==> src/common/ocdc_defs.svh <==
`ifndef OCDC_DEFS_SVH
`define OCDC_DEFS_SVH

// ===========================================================
// register offsets (byte addresses on the register bus)
// ===========================================================
`define OCDC_OFF_OSC        12'h000
`define OCDC_OFF_DIV        12'h004
`define OCDC_OFF_FBD        12'h008
`define OCDC_OFF_TUN        12'h00C
`define OCDC_OFF_PDIV       12'h010

// ===========================================================
// oscillator control field positions
// ===========================================================
`define OCDC_OSC_SWREQ_BIT  0
`define OCDC_OSC_CFAIL_BIT  3

// ===========================================================
// unlock keys and key-tracker states
// ===========================================================
`define OCDC_KEY_HI_A       8'h78
`define OCDC_KEY_HI_B       8'h9A
`define OCDC_KEY_LO_A       8'h46
`define OCDC_KEY_LO_B       8'h57
`define OCDC_KEY_IDLE       2'h0
`define OCDC_KEY_HALF       2'h1
`define OCDC_KEY_OPEN       2'h2

// ===========================================================
// reset values
// ===========================================================
`define OCDC_RST_DOZE       3'h3
`define OCDC_RST_INTERNAL_RC_POSTSCALER     3'h0
`define OCDC_RST_PRE        4'h1
`define OCDC_RST_FB         8'h96
`define OCDC_RST_VCO        2'h0
`define OCDC_RST_POST1      3'h4
`define OCDC_RST_POST2      3'h1
`define OCDC_RST_TUNE       6'h00

// ===========================================================
// limits and scale figures
// ===========================================================
`define OCDC_PRE_MIN        4'h1
`define OCDC_PRE_MAX        4'h8
`define OCDC_TUN_STEP_PPM   16'h01D6
`define OCDC_STRAP_WAIT     2'h3

`endif

==> src/common/ocdc_pkg.sv <==
package ocdc_pkg;

  // =========================================================
  // oscillator source codes
  // =========================================================
  typedef enum logic [2:0] {
    SRC_FRC     = 3'b000,
    SRC_INTERNAL_RC_WITH_PLL  = 3'b001,
    SRC_PRI     = 3'b010,
    SRC_PRIPLL  = 3'b011,
    SRC_RSVD    = 3'b100,
    SRC_LPRC    = 3'b101,
    SRC_BFRC    = 3'b110,
    SRC_FRCDIVN = 3'b111
  } ocdc_src_e;

  // switch sequencer states
  typedef enum logic [1:0] {
    SW_IDLE    = 2'b00,
    SW_REQ     = 2'b01,
    SW_RELEASE = 2'b10
  } ocdc_sw_e;

  // =========================================================
  // bus carriers
  // =========================================================
  typedef struct packed {
    logic        psel;
    logic        penable;
    logic        pwrite;
    logic [11:0] paddr;
    logic [31:0] pwdata;
    logic [3:0]  pstrb;
  } ocdc_apb_req_s;

  typedef struct packed {
    logic [31:0] prdata;
    logic        pready;
    logic        pslverr;
  } ocdc_apb_rsp_s;

  // decoded clock settings handed to the clock tree
  typedef struct packed {
    ocdc_src_e          cur_source;
    logic [8:0]         frc_div;
    logic [3:0]         pll_pre_div;
    logic [7:0]         pll_fb;
    logic [2:0]         vco_div;
    logic [5:0]         post_prod;
    logic signed [15:0] tune_ppm;
  } ocdc_cfg_s;

  // =========================================================
  // module state records
  // =========================================================
  typedef struct packed {
    logic [5:0] s1;
    logic [5:0] s2;
    logic [5:0] s3;
    logic [5:0] q;
  } ocdc_sync_s;

  typedef struct packed {
    logic [6:0] cnt;
    logic       pulse;
  } ocdc_doze_s;

  typedef struct packed {
    ocdc_src_e   osc_cur;
    ocdc_src_e   osc_new;
    logic        swreq;
    logic        cfail;
    logic        trap;
    ocdc_sw_e    sw_st;
    logic [1:0]  hi_key;
    logic [1:0]  lo_key;
    logic        strap_done;
    logic [1:0]  boot_cnt;
    logic        recover_on_interrupt;
    logic [2:0]  doze;
    logic        doze_en;
    logic [2:0]  frc_post;
    logic [3:0]  pll_pre;
    logic [7:0]  pll_fb;
    logic [5:0]  tune;
    logic [1:0]  vco;
    logic [2:0]  post1;
    logic [2:0]  post2;
    logic [31:0] prdata;
    logic        pslverr;
    ocdc_cfg_s   cfg;
  } ocdc_state_s;

endpackage : ocdc_pkg

==> src/logic/ocdc_sync.sv <==
`timescale 1ns/1ps

// ===========================================================
// three-stage pin synchroniser with agreement filter
// ===========================================================
module ocdc_sync (
  input  wire logic       pclk,
  input  wire logic       presetn,
  input  wire logic [5:0] pin_in,
  output logic      [5:0] pin_q
);

  ocdc_pkg::ocdc_sync_s sy_r;   // all stages
  ocdc_pkg::ocdc_sync_s sy_nxt; // next stages
  logic [5:0]           q_nxt;  // filtered level per bit

  // per-bit agreement: change taken once s2 and s3 agree
  genvar gi;
  generate
    for (gi = 0; gi < 6; gi = gi + 1) begin : g_bit
      assign q_nxt[gi] = (sy_r.s2[gi] == sy_r.s3[gi]) ? sy_r.s3[gi]
                                                       : sy_r.q[gi];
    end
  endgenerate

  // stage shift; s1 only feeds s2
  always_comb begin
    sy_nxt    = sy_r;
    sy_nxt.s1 = pin_in;
    sy_nxt.s2 = sy_r.s1;
    sy_nxt.s3 = sy_r.s2;
    sy_nxt.q  = q_nxt;
  end

  // stage registers, one process keeps a single driver
  always_ff @(posedge pclk or negedge presetn) begin
    if (!presetn) begin
      sy_r <= '0;
    end else begin
      sy_r <= sy_nxt;
    end
  end

  assign pin_q = sy_r.q;

endmodule : ocdc_sync

==> src/logic/ocdc_doze.sv <==
`timescale 1ns/1ps

// ===========================================================
// processor clock-reduction enable divider
// ===========================================================
module ocdc_doze (
  input  wire logic       pclk,
  input  wire logic       presetn,
  input  wire logic       doze_en,
  input  wire logic [2:0] doze_ratio,
  output logic            cpu_clk_en
);

  ocdc_pkg::ocdc_doze_s dz_r;   // counter and pulse
  ocdc_pkg::ocdc_doze_s dz_nxt; // next value
  logic [6:0]           lim;    // last count of one period

  // divide by two to the code, only while enabled
  always_comb begin
    dz_nxt = dz_r;
    lim    = doze_en ? 7'((8'h01 << doze_ratio) - 8'h01) : 7'h00;
    if (dz_r.cnt >= lim) begin
      // wrap; >= also recovers at once when ratio drops
      dz_nxt.cnt   = 7'h00;
      dz_nxt.pulse = 1'b1;
    end else begin
      dz_nxt.cnt   = dz_r.cnt + 7'h01;
      dz_nxt.pulse = 1'b0;
    end
  end

  // state register
  always_ff @(posedge pclk or negedge presetn) begin
    if (!presetn) begin
      dz_r <= '0;
    end else begin
      dz_r <= dz_nxt;
    end
  end

  assign cpu_clk_en = dz_r.pulse;

endmodule : ocdc_doze

==> src/logic/ocdc_top.sv <==
`timescale 1ns/1ps
`include "ocdc_defs.svh"

// Overview of operation
// - monitor failure sets clock fail flag
// - software one on flag acts as failure
// - switch bit starts switch, self-clears
// - oscillator control writes need unlock
// - three-bit source codes, reserved as rc
// - interrupt with recover clears reduction
// - reduction ratio two to code, reset 011
// - disabled reduction forces ratio one
// - ratio writes ignored while enabled
// - enable ignored while ratio is 000
// - prescaler 1..8, reset 0001
// - prescaler writable while pll runs
// - signed rc tuning code, 0.047% steps
// - vco divider 4,3,2,1 for 00..11
// - post dividers reset to 4 and 1
// - unimplemented bits read zero

module ocdc_top (
  input  wire logic                    pclk,
  input  wire logic                    presetn,
  input  wire ocdc_pkg::ocdc_apb_req_s apb_req,
  output ocdc_pkg::ocdc_apb_rsp_s      apb_rsp,
  input  wire logic                    fail_safe_clock_monitor_fail_pin,
  input  wire logic                    switch_done_pin,
  input  wire logic                    pll_lock_pin,
  input  wire logic [2:0]              src_strap_pin,
  input  wire logic                    irq_event,
  output ocdc_pkg::ocdc_cfg_s          clk_cfg,
  output logic                         cpu_clk_en,
  output logic                         osc_switch_req,
  output logic [2:0]                   osc_switch_target,
  output logic                         osc_fail_trap
);

  // =========================================================
  // declarations
  // =========================================================
  ocdc_pkg::ocdc_state_s st_r;      // all block state
  ocdc_pkg::ocdc_state_s st_nxt;    // next state
  logic [5:0]            pin_q;     // filtered pin levels
  logic                  fail_q;    // monitor failure level
  logic                  done_q;    // switch finished level
  logic                  lock_q;    // pll lock level
  logic [2:0]            strap_q;   // power-on source strap
  logic                  wr;        // write access phase
  logic                  setup;     // setup phase
  logic                  hi_wr;     // osc high byte written
  logic                  lo_wr;     // osc low byte written
  logic [7:0]            hi_b;      // written high byte
  logic [7:0]            lo_b;      // written low byte
  logic                  cf_set;    // flag set causes
  logic                  cf_clr;    // software clear
  logic [2:0]            ratio_w;   // ratio after write

  // =========================================================
  // pin synchroniser and reduction divider
  // =========================================================
  ocdc_sync u_sync (
    .pclk    (pclk),
    .presetn (presetn),
    .pin_in  ({src_strap_pin, pll_lock_pin, switch_done_pin,
               fail_safe_clock_monitor_fail_pin}),
    .pin_q   (pin_q)
  );

  assign fail_q  = pin_q[0];
  assign done_q  = pin_q[1];
  assign lock_q  = pin_q[2];
  assign strap_q = pin_q[5:3];

  ocdc_doze u_doze (
    .pclk       (pclk),
    .presetn    (presetn),
    .doze_en    (st_r.doze_en),
    .doze_ratio (st_r.doze),
    .cpu_clk_en (cpu_clk_en)
  );

  // =========================================================
  // next-state logic
  // =========================================================
  always_comb begin
    st_nxt  = st_r;
    wr      = apb_req.psel & apb_req.penable & apb_req.pwrite;
    setup   = apb_req.psel & ~apb_req.penable;
    hi_b    = apb_req.pwdata[15:8];
    lo_b    = apb_req.pwdata[7:0];
    hi_wr   = wr & apb_req.pstrb[1]
              & (apb_req.paddr == `OCDC_OFF_OSC);
    lo_wr   = wr & apb_req.pstrb[0]
              & (apb_req.paddr == `OCDC_OFF_OSC);
    cf_clr  = 1'b0;
    cf_set  = fail_q;
    ratio_w = st_r.doze;

    // straps captured when boot_cnt reaches OCDC_STRAP_WAIT, one cycle before the filtered level appears
    if (!st_r.strap_done) begin
      if (st_r.boot_cnt == `OCDC_STRAP_WAIT) begin
        st_nxt.osc_cur    = ocdc_pkg::ocdc_src_e'(strap_q);
        st_nxt.osc_new    = ocdc_pkg::ocdc_src_e'(strap_q);
        st_nxt.strap_done = 1'b1;
      end else begin
        st_nxt.boot_cnt = st_r.boot_cnt + 2'h1;
      end
    end

    // switch sequencer; runs before writes so a set wins
    case (st_r.sw_st)
      ocdc_pkg::SW_IDLE: begin
        if (st_r.swreq) begin
          st_nxt.sw_st = ocdc_pkg::SW_REQ;
        end
      end
      ocdc_pkg::SW_REQ: begin
        if (done_q) begin
          st_nxt.osc_cur = st_r.osc_new;
          st_nxt.swreq   = 1'b0;
          st_nxt.sw_st   = ocdc_pkg::SW_RELEASE;
        end
      end
      ocdc_pkg::SW_RELEASE: begin
        // wait for the clock tree to drop its done level
        if (!done_q) begin
          st_nxt.sw_st = ocdc_pkg::SW_IDLE;
        end
      end
      default: begin
        st_nxt.sw_st = ocdc_pkg::SW_IDLE;
      end
    endcase

    // key trackers: any write that does not advance resets
    if (wr) begin
      st_nxt.hi_key = `OCDC_KEY_IDLE;
      st_nxt.lo_key = `OCDC_KEY_IDLE;
    end
    if (hi_wr) begin
      if (st_r.hi_key == `OCDC_KEY_OPEN) begin
        st_nxt.osc_new = ocdc_pkg::ocdc_src_e'(hi_b[2:0]);
      end else if (st_r.hi_key == `OCDC_KEY_HALF
                   && hi_b == `OCDC_KEY_HI_B) begin
        st_nxt.hi_key = `OCDC_KEY_OPEN;
      end else if (hi_b == `OCDC_KEY_HI_A) begin
        st_nxt.hi_key = `OCDC_KEY_HALF;
      end
    end
    if (lo_wr) begin
      if (st_r.lo_key == `OCDC_KEY_OPEN) begin
        cf_clr = ~lo_b[`OCDC_OSC_CFAIL_BIT];
        cf_set = fail_q | lo_b[`OCDC_OSC_CFAIL_BIT];
        if (lo_b[`OCDC_OSC_SWREQ_BIT]) begin
          st_nxt.swreq = 1'b1;
        end
      end else if (st_r.lo_key == `OCDC_KEY_HALF
                   && lo_b == `OCDC_KEY_LO_B) begin
        st_nxt.lo_key = `OCDC_KEY_OPEN;
      end else if (lo_b == `OCDC_KEY_LO_A) begin
        st_nxt.lo_key = `OCDC_KEY_HALF;
      end
    end

    st_nxt.cfail = cf_set | (st_r.cfail & ~cf_clr);
    // trap on each rise of the flag
    st_nxt.trap  = cf_set & ~st_r.cfail;

    // clock divider register
    if (wr && apb_req.paddr == `OCDC_OFF_DIV) begin
      if (apb_req.pstrb[1]) begin
        st_nxt.recover_on_interrupt      = apb_req.pwdata[15];
        if (!st_r.doze_en) begin
          ratio_w = apb_req.pwdata[14:12];
        end
        st_nxt.doze     = ratio_w;
        st_nxt.doze_en  = apb_req.pwdata[11] & (ratio_w != 3'h0);
        st_nxt.frc_post = apb_req.pwdata[10:8];
      end
      // prescaler open at all times; reserved codes dropped
      if (apb_req.pstrb[0]
          && apb_req.pwdata[3:0] >= `OCDC_PRE_MIN
          && apb_req.pwdata[3:0] <= `OCDC_PRE_MAX) begin
        st_nxt.pll_pre = apb_req.pwdata[3:0];
      end
    end
    if (wr && apb_req.pstrb[0]
        && apb_req.paddr == `OCDC_OFF_FBD) begin
      st_nxt.pll_fb = apb_req.pwdata[7:0];
    end
    if (wr && apb_req.pstrb[0]
        && apb_req.paddr == `OCDC_OFF_TUN) begin
      st_nxt.tune = apb_req.pwdata[5:0];
    end
    if (wr && apb_req.paddr == `OCDC_OFF_PDIV) begin
      if (apb_req.pstrb[1]) begin
        st_nxt.vco = apb_req.pwdata[9:8];
      end
      if (apb_req.pstrb[0]) begin
        st_nxt.post1 = apb_req.pwdata[6:4];
        st_nxt.post2 = apb_req.pwdata[2:0];
      end
    end

    if (st_r.recover_on_interrupt && irq_event) begin
      st_nxt.doze_en = 1'b0;
    end

    // read data captured in setup so access needs no wait
    if (setup) begin
      st_nxt.pslverr = 1'b0;
      case (apb_req.paddr)
        `OCDC_OFF_OSC: begin
          st_nxt.prdata = {16'h0000, 1'b0, st_r.osc_cur, 1'b0,
                           st_r.osc_new, 2'b00, lock_q, 1'b0,
                           st_r.cfail, 2'b00, st_r.swreq};
        end
        `OCDC_OFF_DIV: begin
          st_nxt.prdata = {16'h0000, st_r.recover_on_interrupt, st_r.doze,
                           st_r.doze_en, st_r.frc_post, 4'h0,
                           st_r.pll_pre};
        end
        `OCDC_OFF_FBD: begin
          st_nxt.prdata = {24'h00_0000, st_r.pll_fb};
        end
        `OCDC_OFF_TUN: begin
          st_nxt.prdata = {26'h000_0000, st_r.tune};
        end
        `OCDC_OFF_PDIV: begin
          st_nxt.prdata = {22'h00_0000, st_r.vco, 1'b0,
                           st_r.post1, 1'b0, st_r.post2};
        end
        default: begin
          // unmapped: zero data and an error answer
          st_nxt.prdata  = 32'h0000_0000;
          st_nxt.pslverr = 1'b1;
        end
      endcase
    end

    // decoded settings, one cycle behind the fields
    // reserved code runs as plain rc
    st_nxt.cfg.cur_source = (st_r.osc_cur == ocdc_pkg::SRC_RSVD)
                            ? ocdc_pkg::SRC_FRC : st_r.osc_cur;
    st_nxt.cfg.frc_div = (st_r.frc_post == 3'h7) ? 9'h100
                         : 9'(9'h001 << st_r.frc_post);
    st_nxt.cfg.pll_pre_div = st_r.pll_pre;
    st_nxt.cfg.pll_fb      = st_r.pll_fb;
    st_nxt.cfg.vco_div     = 3'h4 - {1'b0, st_r.vco};
    st_nxt.cfg.post_prod   = {3'h0, st_r.post1} * {3'h0, st_r.post2};
    st_nxt.cfg.tune_ppm    = {{10{st_r.tune[5]}}, st_r.tune}
                             * `OCDC_TUN_STEP_PPM;
  end

  // =========================================================
  // state register
  // =========================================================
  always_ff @(posedge pclk or negedge presetn) begin
    if (!presetn) begin
      st_r          <= '0;
      st_r.osc_cur  <= ocdc_pkg::SRC_FRC;
      st_r.osc_new  <= ocdc_pkg::SRC_FRC;
      st_r.sw_st    <= ocdc_pkg::SW_IDLE;
      st_r.doze     <= `OCDC_RST_DOZE;
      st_r.frc_post <= `OCDC_RST_INTERNAL_RC_POSTSCALER;
      st_r.pll_pre  <= `OCDC_RST_PRE;
      st_r.pll_fb   <= `OCDC_RST_FB;
      st_r.tune     <= `OCDC_RST_TUNE;
      st_r.vco      <= `OCDC_RST_VCO;
      st_r.post1    <= `OCDC_RST_POST1;
      st_r.post2    <= `OCDC_RST_POST2;
    end else begin
      st_r <= st_nxt;
    end
  end

  // =========================================================
  // outputs
  // =========================================================
  assign apb_rsp.prdata    = st_r.prdata;
  assign apb_rsp.pready    = 1'b1;
  assign apb_rsp.pslverr   = st_r.pslverr & apb_req.psel
                             & apb_req.penable;
  assign clk_cfg           = st_r.cfg;
  assign osc_switch_req    = (st_r.sw_st == ocdc_pkg::SW_REQ);
  assign osc_switch_target = st_r.osc_new;
  assign osc_fail_trap     = st_r.trap;

endmodule : ocdc_top

==> config.mk <==
export PLATFORM = sky130hd
export DESIGN_NAME = ocdc_top
export DESIGN_NICKNAME = d
export VERILOG_FILES = /design/src/common/ocdc_pkg.sv /design/src/logic/ocdc_sync.sv /design/src/logic/ocdc_doze.sv /design/src/logic/ocdc_top.sv
export VERILOG_INCLUDE_DIRS = /design/src /design/src/common
export SDC_FILE = /design/constraint.sdc
export NUM_CORES = 1
export LEC_CHECK = 0
export BUFFER_PORTS_ARGS = -buffer_cell sky130_fd_sc_hd__buf_2
export CAP_MARGIN = 20
export CORE_MARGIN = 4
export CORE_UTILIZATION = 30
export DETAILED_ROUTE_END_ITERATION = 7
export PLACE_DENSITY = 0.54
export SYNTH_ARGS = -nofsm -noshare
export SYNTH_HDL_FRONTEND = slang
export SYNTH_HIERARCHICAL = 1
export SYNTH_SLANG_ARGS = --single-unit
==> constraint.sdc <==
create_clock -name pclk -period 3.6 [get_ports pclk]
set_input_delay 0.18 -clock pclk [delete_from_list [all_inputs] [get_ports pclk]]
set_output_delay 0.18 -clock pclk [all_outputs]
set_load 0.01 [all_outputs]
After elaboration in Yosys (flattened, before gate mapping). Index checks and enable logic that the tools add are counted.

Register bits: 165. Input bits: 60.

Add/subtract/negate cells: 4. Multiply operators: 2. $lt $le $gt $ge: 3. Equal/unequal tests: 26. Shifts and indexed selects: 2. Multiplexer cells: 44. Bitwise logic cells: 20. Reduce and logical (&&, ||, !) cells: 23.

Operators with widths (number): $pmux 16 s5 (1); $mux 3 (9); $eq 12x4->1 const B (2); $eq 8x7->1 const B (3); $mux 2 (12); $mul 16x8->15 const B (1); $mux 8 (2); $and 1x1->1 (12); $eq 12x3->1 const B (1); $eq 12x5->1 const B (1); $logic_not 12->1 (1); $mux 1 (12); $mux 4 (3); $mux 6 (2); $reduce_and 2->1 (6); $logic_and 1x1->1 (10); $mux 9 (1); $shl 1x3->9 const A (1); $eq 2x2->1 const B (4); $eq 8x8->1 const B (1); $add 7x1->7 const B (1); $ge 7x7->1 (1); $mux 7 (1); $shl 1x3->7 const A (1); other kinds (19) (35).

Logic depth before layout (Yosys ltp).
Depth in word-level cells: 9. Gate-level depth with buffers: 15.

Cells and area by module. Netlist, hierarchy kept.

By module, submodules not included: ocdc_top (instances 1, cells an instance 628, area each 6683.9 um^2); ocdc_sync (instances 1, cells an instance 36, area each 713.2 um^2); ocdc_doze (instances 1, cells an instance 56, area each 546.8 um^2).

Least setup slack after synthesis. Ideal clock, no wire load.

Kind: reg2reg. Start point: register st_r[91] in the netlist's numbering. End point: register st_r (netlist bit clk_cfg[15]). Arrival: 3613 ps. Required time: 3475 ps. Slack: -138 ps. Cell stages (with the launch flop): 13. Path buffers: 0. Period minus slack after synthesis: 3738 ps. Path through: dfrtp_1 > fa_1 > fa_1 > ha_1 > inv_1 > fa_1 > inv_1 > ha_1 > nand3_1 > o2111ai_1 > o311ai_0 > o21ai_0 > xnor2_1.

RTL lines: from (decl) (line ocdc_top.sv:42) `ocdc_pkg::ocdc_state_s st_r;`; from (signal assigned) (line ocdc_top.sv:274) `st_r <= st_nxt;`.

==> impl_metrics.toml <==
[status]
status = "finished clean"

[route]
num_vias = 5069
drtIter0Drc = 275
vias_per_cell = 4.46
wl_um = 17400
drt_drc_violations_left = 0
avgRoutedWirePerCell_um = 15.3
drtPass1Iterations = 4
ant_nets = 0

[sta]
skew_ns = 0.00921
layout_min_cycle_time_ns = 3.55
finalHoldViolations = 0
grt_setup_unrepaired = "yes"
setup_viol_count_final = 0
slew_headroom = 0.433
tightest_slew_ns = 0.846
final.period_utilization = 0.986
maxSlewViolCount = 0
finalSetupTns_ns = 0
max_freq_mhz = 282
whs_ns = 0.0288

[grt]
grt_overflow_total = 0
antenna_found_initial = 0
grt_pass1_wl_um = 27800
grt_max_degree = 81
grt_pass1_vias = 5045
grt.total_usage = 0.123

[finish]
syn_to_final_growth_pct = 15.7
layout-drive-gt1-share = 0.304
final_cells = 1136
fin_nets = 916

[die]
io_pins = 149
core_um2 = 26100
die_w_um = 171
start_util = 0.305
row_count = 59
fp.dieH_um = 171
die_area_um2 = 29100

[setup_path]
r2r-start = "st_r[92]$_DFFE_PN0P_"
r2r_slack_ns = 0.05
r2r_cells = 12
startpoint_type = "flop"
crit_type = "reg -> reg"
worstPathMaxFanout = 4
startpoint = "st_r[92]$_DFFE_PN0P_"
reg2reg_to = "clk_cfg[13]$_DFF_PN0_"
required_ns = 3.91
crit_path_end_kind = "flop"
cp_data_arrival_time_ns = 3.86

[placement]
port-buffer-count = 111
gp_congestion = 0.793
dp_hpwl_um = 13000
placed_cells = 1094

[logic_synthesis]
synth_area_per_cell_um2 = 11.0
yosysTopAreaCellShare = 0.438
async_reset_ff_frac = 1.00
syn-instance-count = 720
synth_area_um2 = 7940
yosysWarnings = 6
synth.largest_area_cell = "dfrtp_1"
yosysSeqAreaShare = 0.468
ys.flop_type = "dfrtp_1"
synth_cell_types = 63
ys_seq_elements = 148
synth_area_leaders = "dfrtp_1 44%, buf_4 8.6%, ha_1 7.7%, mux2_2 5.7%, fa_1 5.0%"
synth_edf_count = 0

[power]
p_int_mw = 2.84
seqPwrFrac = 0.464
p_sw_mw = 0.996
leakage_nw = 4.45
power_frac_comb = 0.068
totalPowerFinal_mw = 3.84
swShare = 0.259
clkPwrFrac = 0.468
power.density_nw_per_um2 = 418
ir_drop_mv = 0.315

[clocking]
cts_buffers = 17
clock-root-buffer = "clkbuf_16"
htreeDepth = 4
clkSlewWorstSetupHoldPaths_ns = 0.07
cts_tree = "done"
clk_latency_ns = 0.43
clkSinkCount = 148
clockBufferDepth = 2

[worst_hold_path]
hold_class = "in -> reg"
holdCritStartpoint = "apb_req[18]"
worstHoldPathCells = 2
min_to = "st_r[114]$_DFFE_PN0P_"

[job]
drv_cap = 0
==> cell usage after synthesis (9+ instances only) <==
cell type,instances
a21oi_1,13
a22oi_1,9
buf_4,91
clkbuf_1,16
dfrtp_1,139
dfstp_2,9
fa_1,20
ha_1,49
inv_1,67
mux2_2,40
mux2i_1,9
nand2_1,52
nand3_1,14
nor2_1,22
nor3_1,11
o21ai_0,34
xnor2_1,13
==> registers in the layout, indices dropped and copies added, names as in the netlist <==
signal / cells
apb_rsp: 16
clk_cfg: 47
osc_fail_trap: 1
osc_switch_target: 3
st_nxt: 12
st_r: 37
u_doze/cpu_clk_en: 1
u_doze/dz_r: 7
u_sync/pin_q: 6
u_sync/sy_nxt: 12
u_sync/sy_r: 6
==> worst max-delay path by stage <==
stage | end | cells past startpoint | slack (ns)
2_1_floorplan | clk_cfg[15]$_DFF_PN0_ | 12 | -0.009
3_3_place_gp | clk_cfg[15]$_DFF_PN0_ | 12 | -0.1
3_5_place_dp | clk_cfg[15]$_DFF_PN0_ | 12 | -0.12
4_1_cts | clk_cfg[14]$_DFF_PN0_ | 14 | 0.003
5_1_grt | clk_cfg[13]$_DFF_PN0_ | 12 | -0.11
6_report | clk_cfg[13]$_DFF_PN0_ | 12 | 0.05
==> routing by layer <==
| metal | wire length, um | global-route usage | share of wire | up-vias |
|---|---|---|---|---|
| met5 | 0 | 0 | 0 | - |
| met4 | 219 | 0.0361 | 0.013 | 0 |
| met3 | 937 | 0.0360 | 0.054 | 15 |
| met2 | 7960 | 0.185 | 0.46 | 117 |
| met1 | 8310 | 0.172 | 0.48 | 2461 |
| li1 | - | - | - | 2476 |
==> per-stage QoR <==
step / setup WS (ns) / instance area, um2 / util
2_1_floorplan: -0.00913 / 8020 / -
3_3_place_gp: -0.0988 / 8410 / 0.323
3_5_place_dp: -0.121 / 8410 / 0.323
4_1_cts: 0.00272 / 9100 / 0.349
5_1_grt: -0.107 / 9190 / 0.353
6_report: 0.0487 / 9190 / 0.353
==> cell usage in the layout (no fill, tap or decap), types with 11 or more instances in the layout <==
cell       netlist  final
dfrtp_1        139    138
buf_2            0    110
inv_1           67     62
nand2_1         52     52
ha_1            49     45
mux2_2          40     40
o21ai_0         34     33
nor2_1          22     22
fa_1            20     20
buf_4           91     20
conb_1           2     19
clkbuf_16        0     17
xnor2_1         13     13
a21oi_1         13     12
nand3_1         14     12
nor3_1          11     11
==> area by class of cell <==
cell class | count | area, um2
Clock inverter | 14 | 160
Antenna cell | 1 | 2.50
Sequential cell | 148 | 3720
Inverter | 67 | 251
Timing Repair Buffer | 140 | 813
Multi-Input combinational cell | 413 | 3390
Clock buffer | 18 | 439
Fill cell | 2597 | 16900
Tap cell | 335 | 419
==> timing repair <==
item                                    CTS  global route
hold endpoints to repair                 81             0
pin swaps                                 3            13
hold buffers                              7             0
endpoints found under the setup margin    4             5
buffers inserted                          0             2
gates resized for setup                   4            13
==> power by group through the flow <==
stage / sequential (mW) / combinational (mW) / clock [mW]
after detailed placement: 1.82 / 0.257 / 0
after global placement: 1.81 / 0.255 / 0
final: 1.78 / 0.260 / 1.80
after CTS: 1.78 / 0.265 / 1.86
after floorplan: 1.79 / 0.187 / 0
after global routing: 1.79 / 0.299 / 1.92
==> critical path, stage by stage, from the launching register on <==
cell and delay (ns):
dfrtp_1 0.42, fa_1 0.50, fa_1 0.50, ha_1 0.30, inv_2 0.04, fa_1 0.50, inv_2 0.05, ha_4 0.23
nand3_1 0.14, o2111ai_4 0.15, o311ai_4 0.34, mux2i_1 0.21, nand2_1 0.06
==> logic make-up after synthesis <==
family,synth area share
AND/OR/NAND/NOR,0.100
buffers and inverters,0.126
XOR/XNOR,0.0221
adder cells (fa/ha/maj),0.136
other,0.000945
multiplexers,0.0680
AO/OA/AOI/OAI,0.0788
flip-flops,0.468
Note: power is estimated with default switching activity, not from simulation.
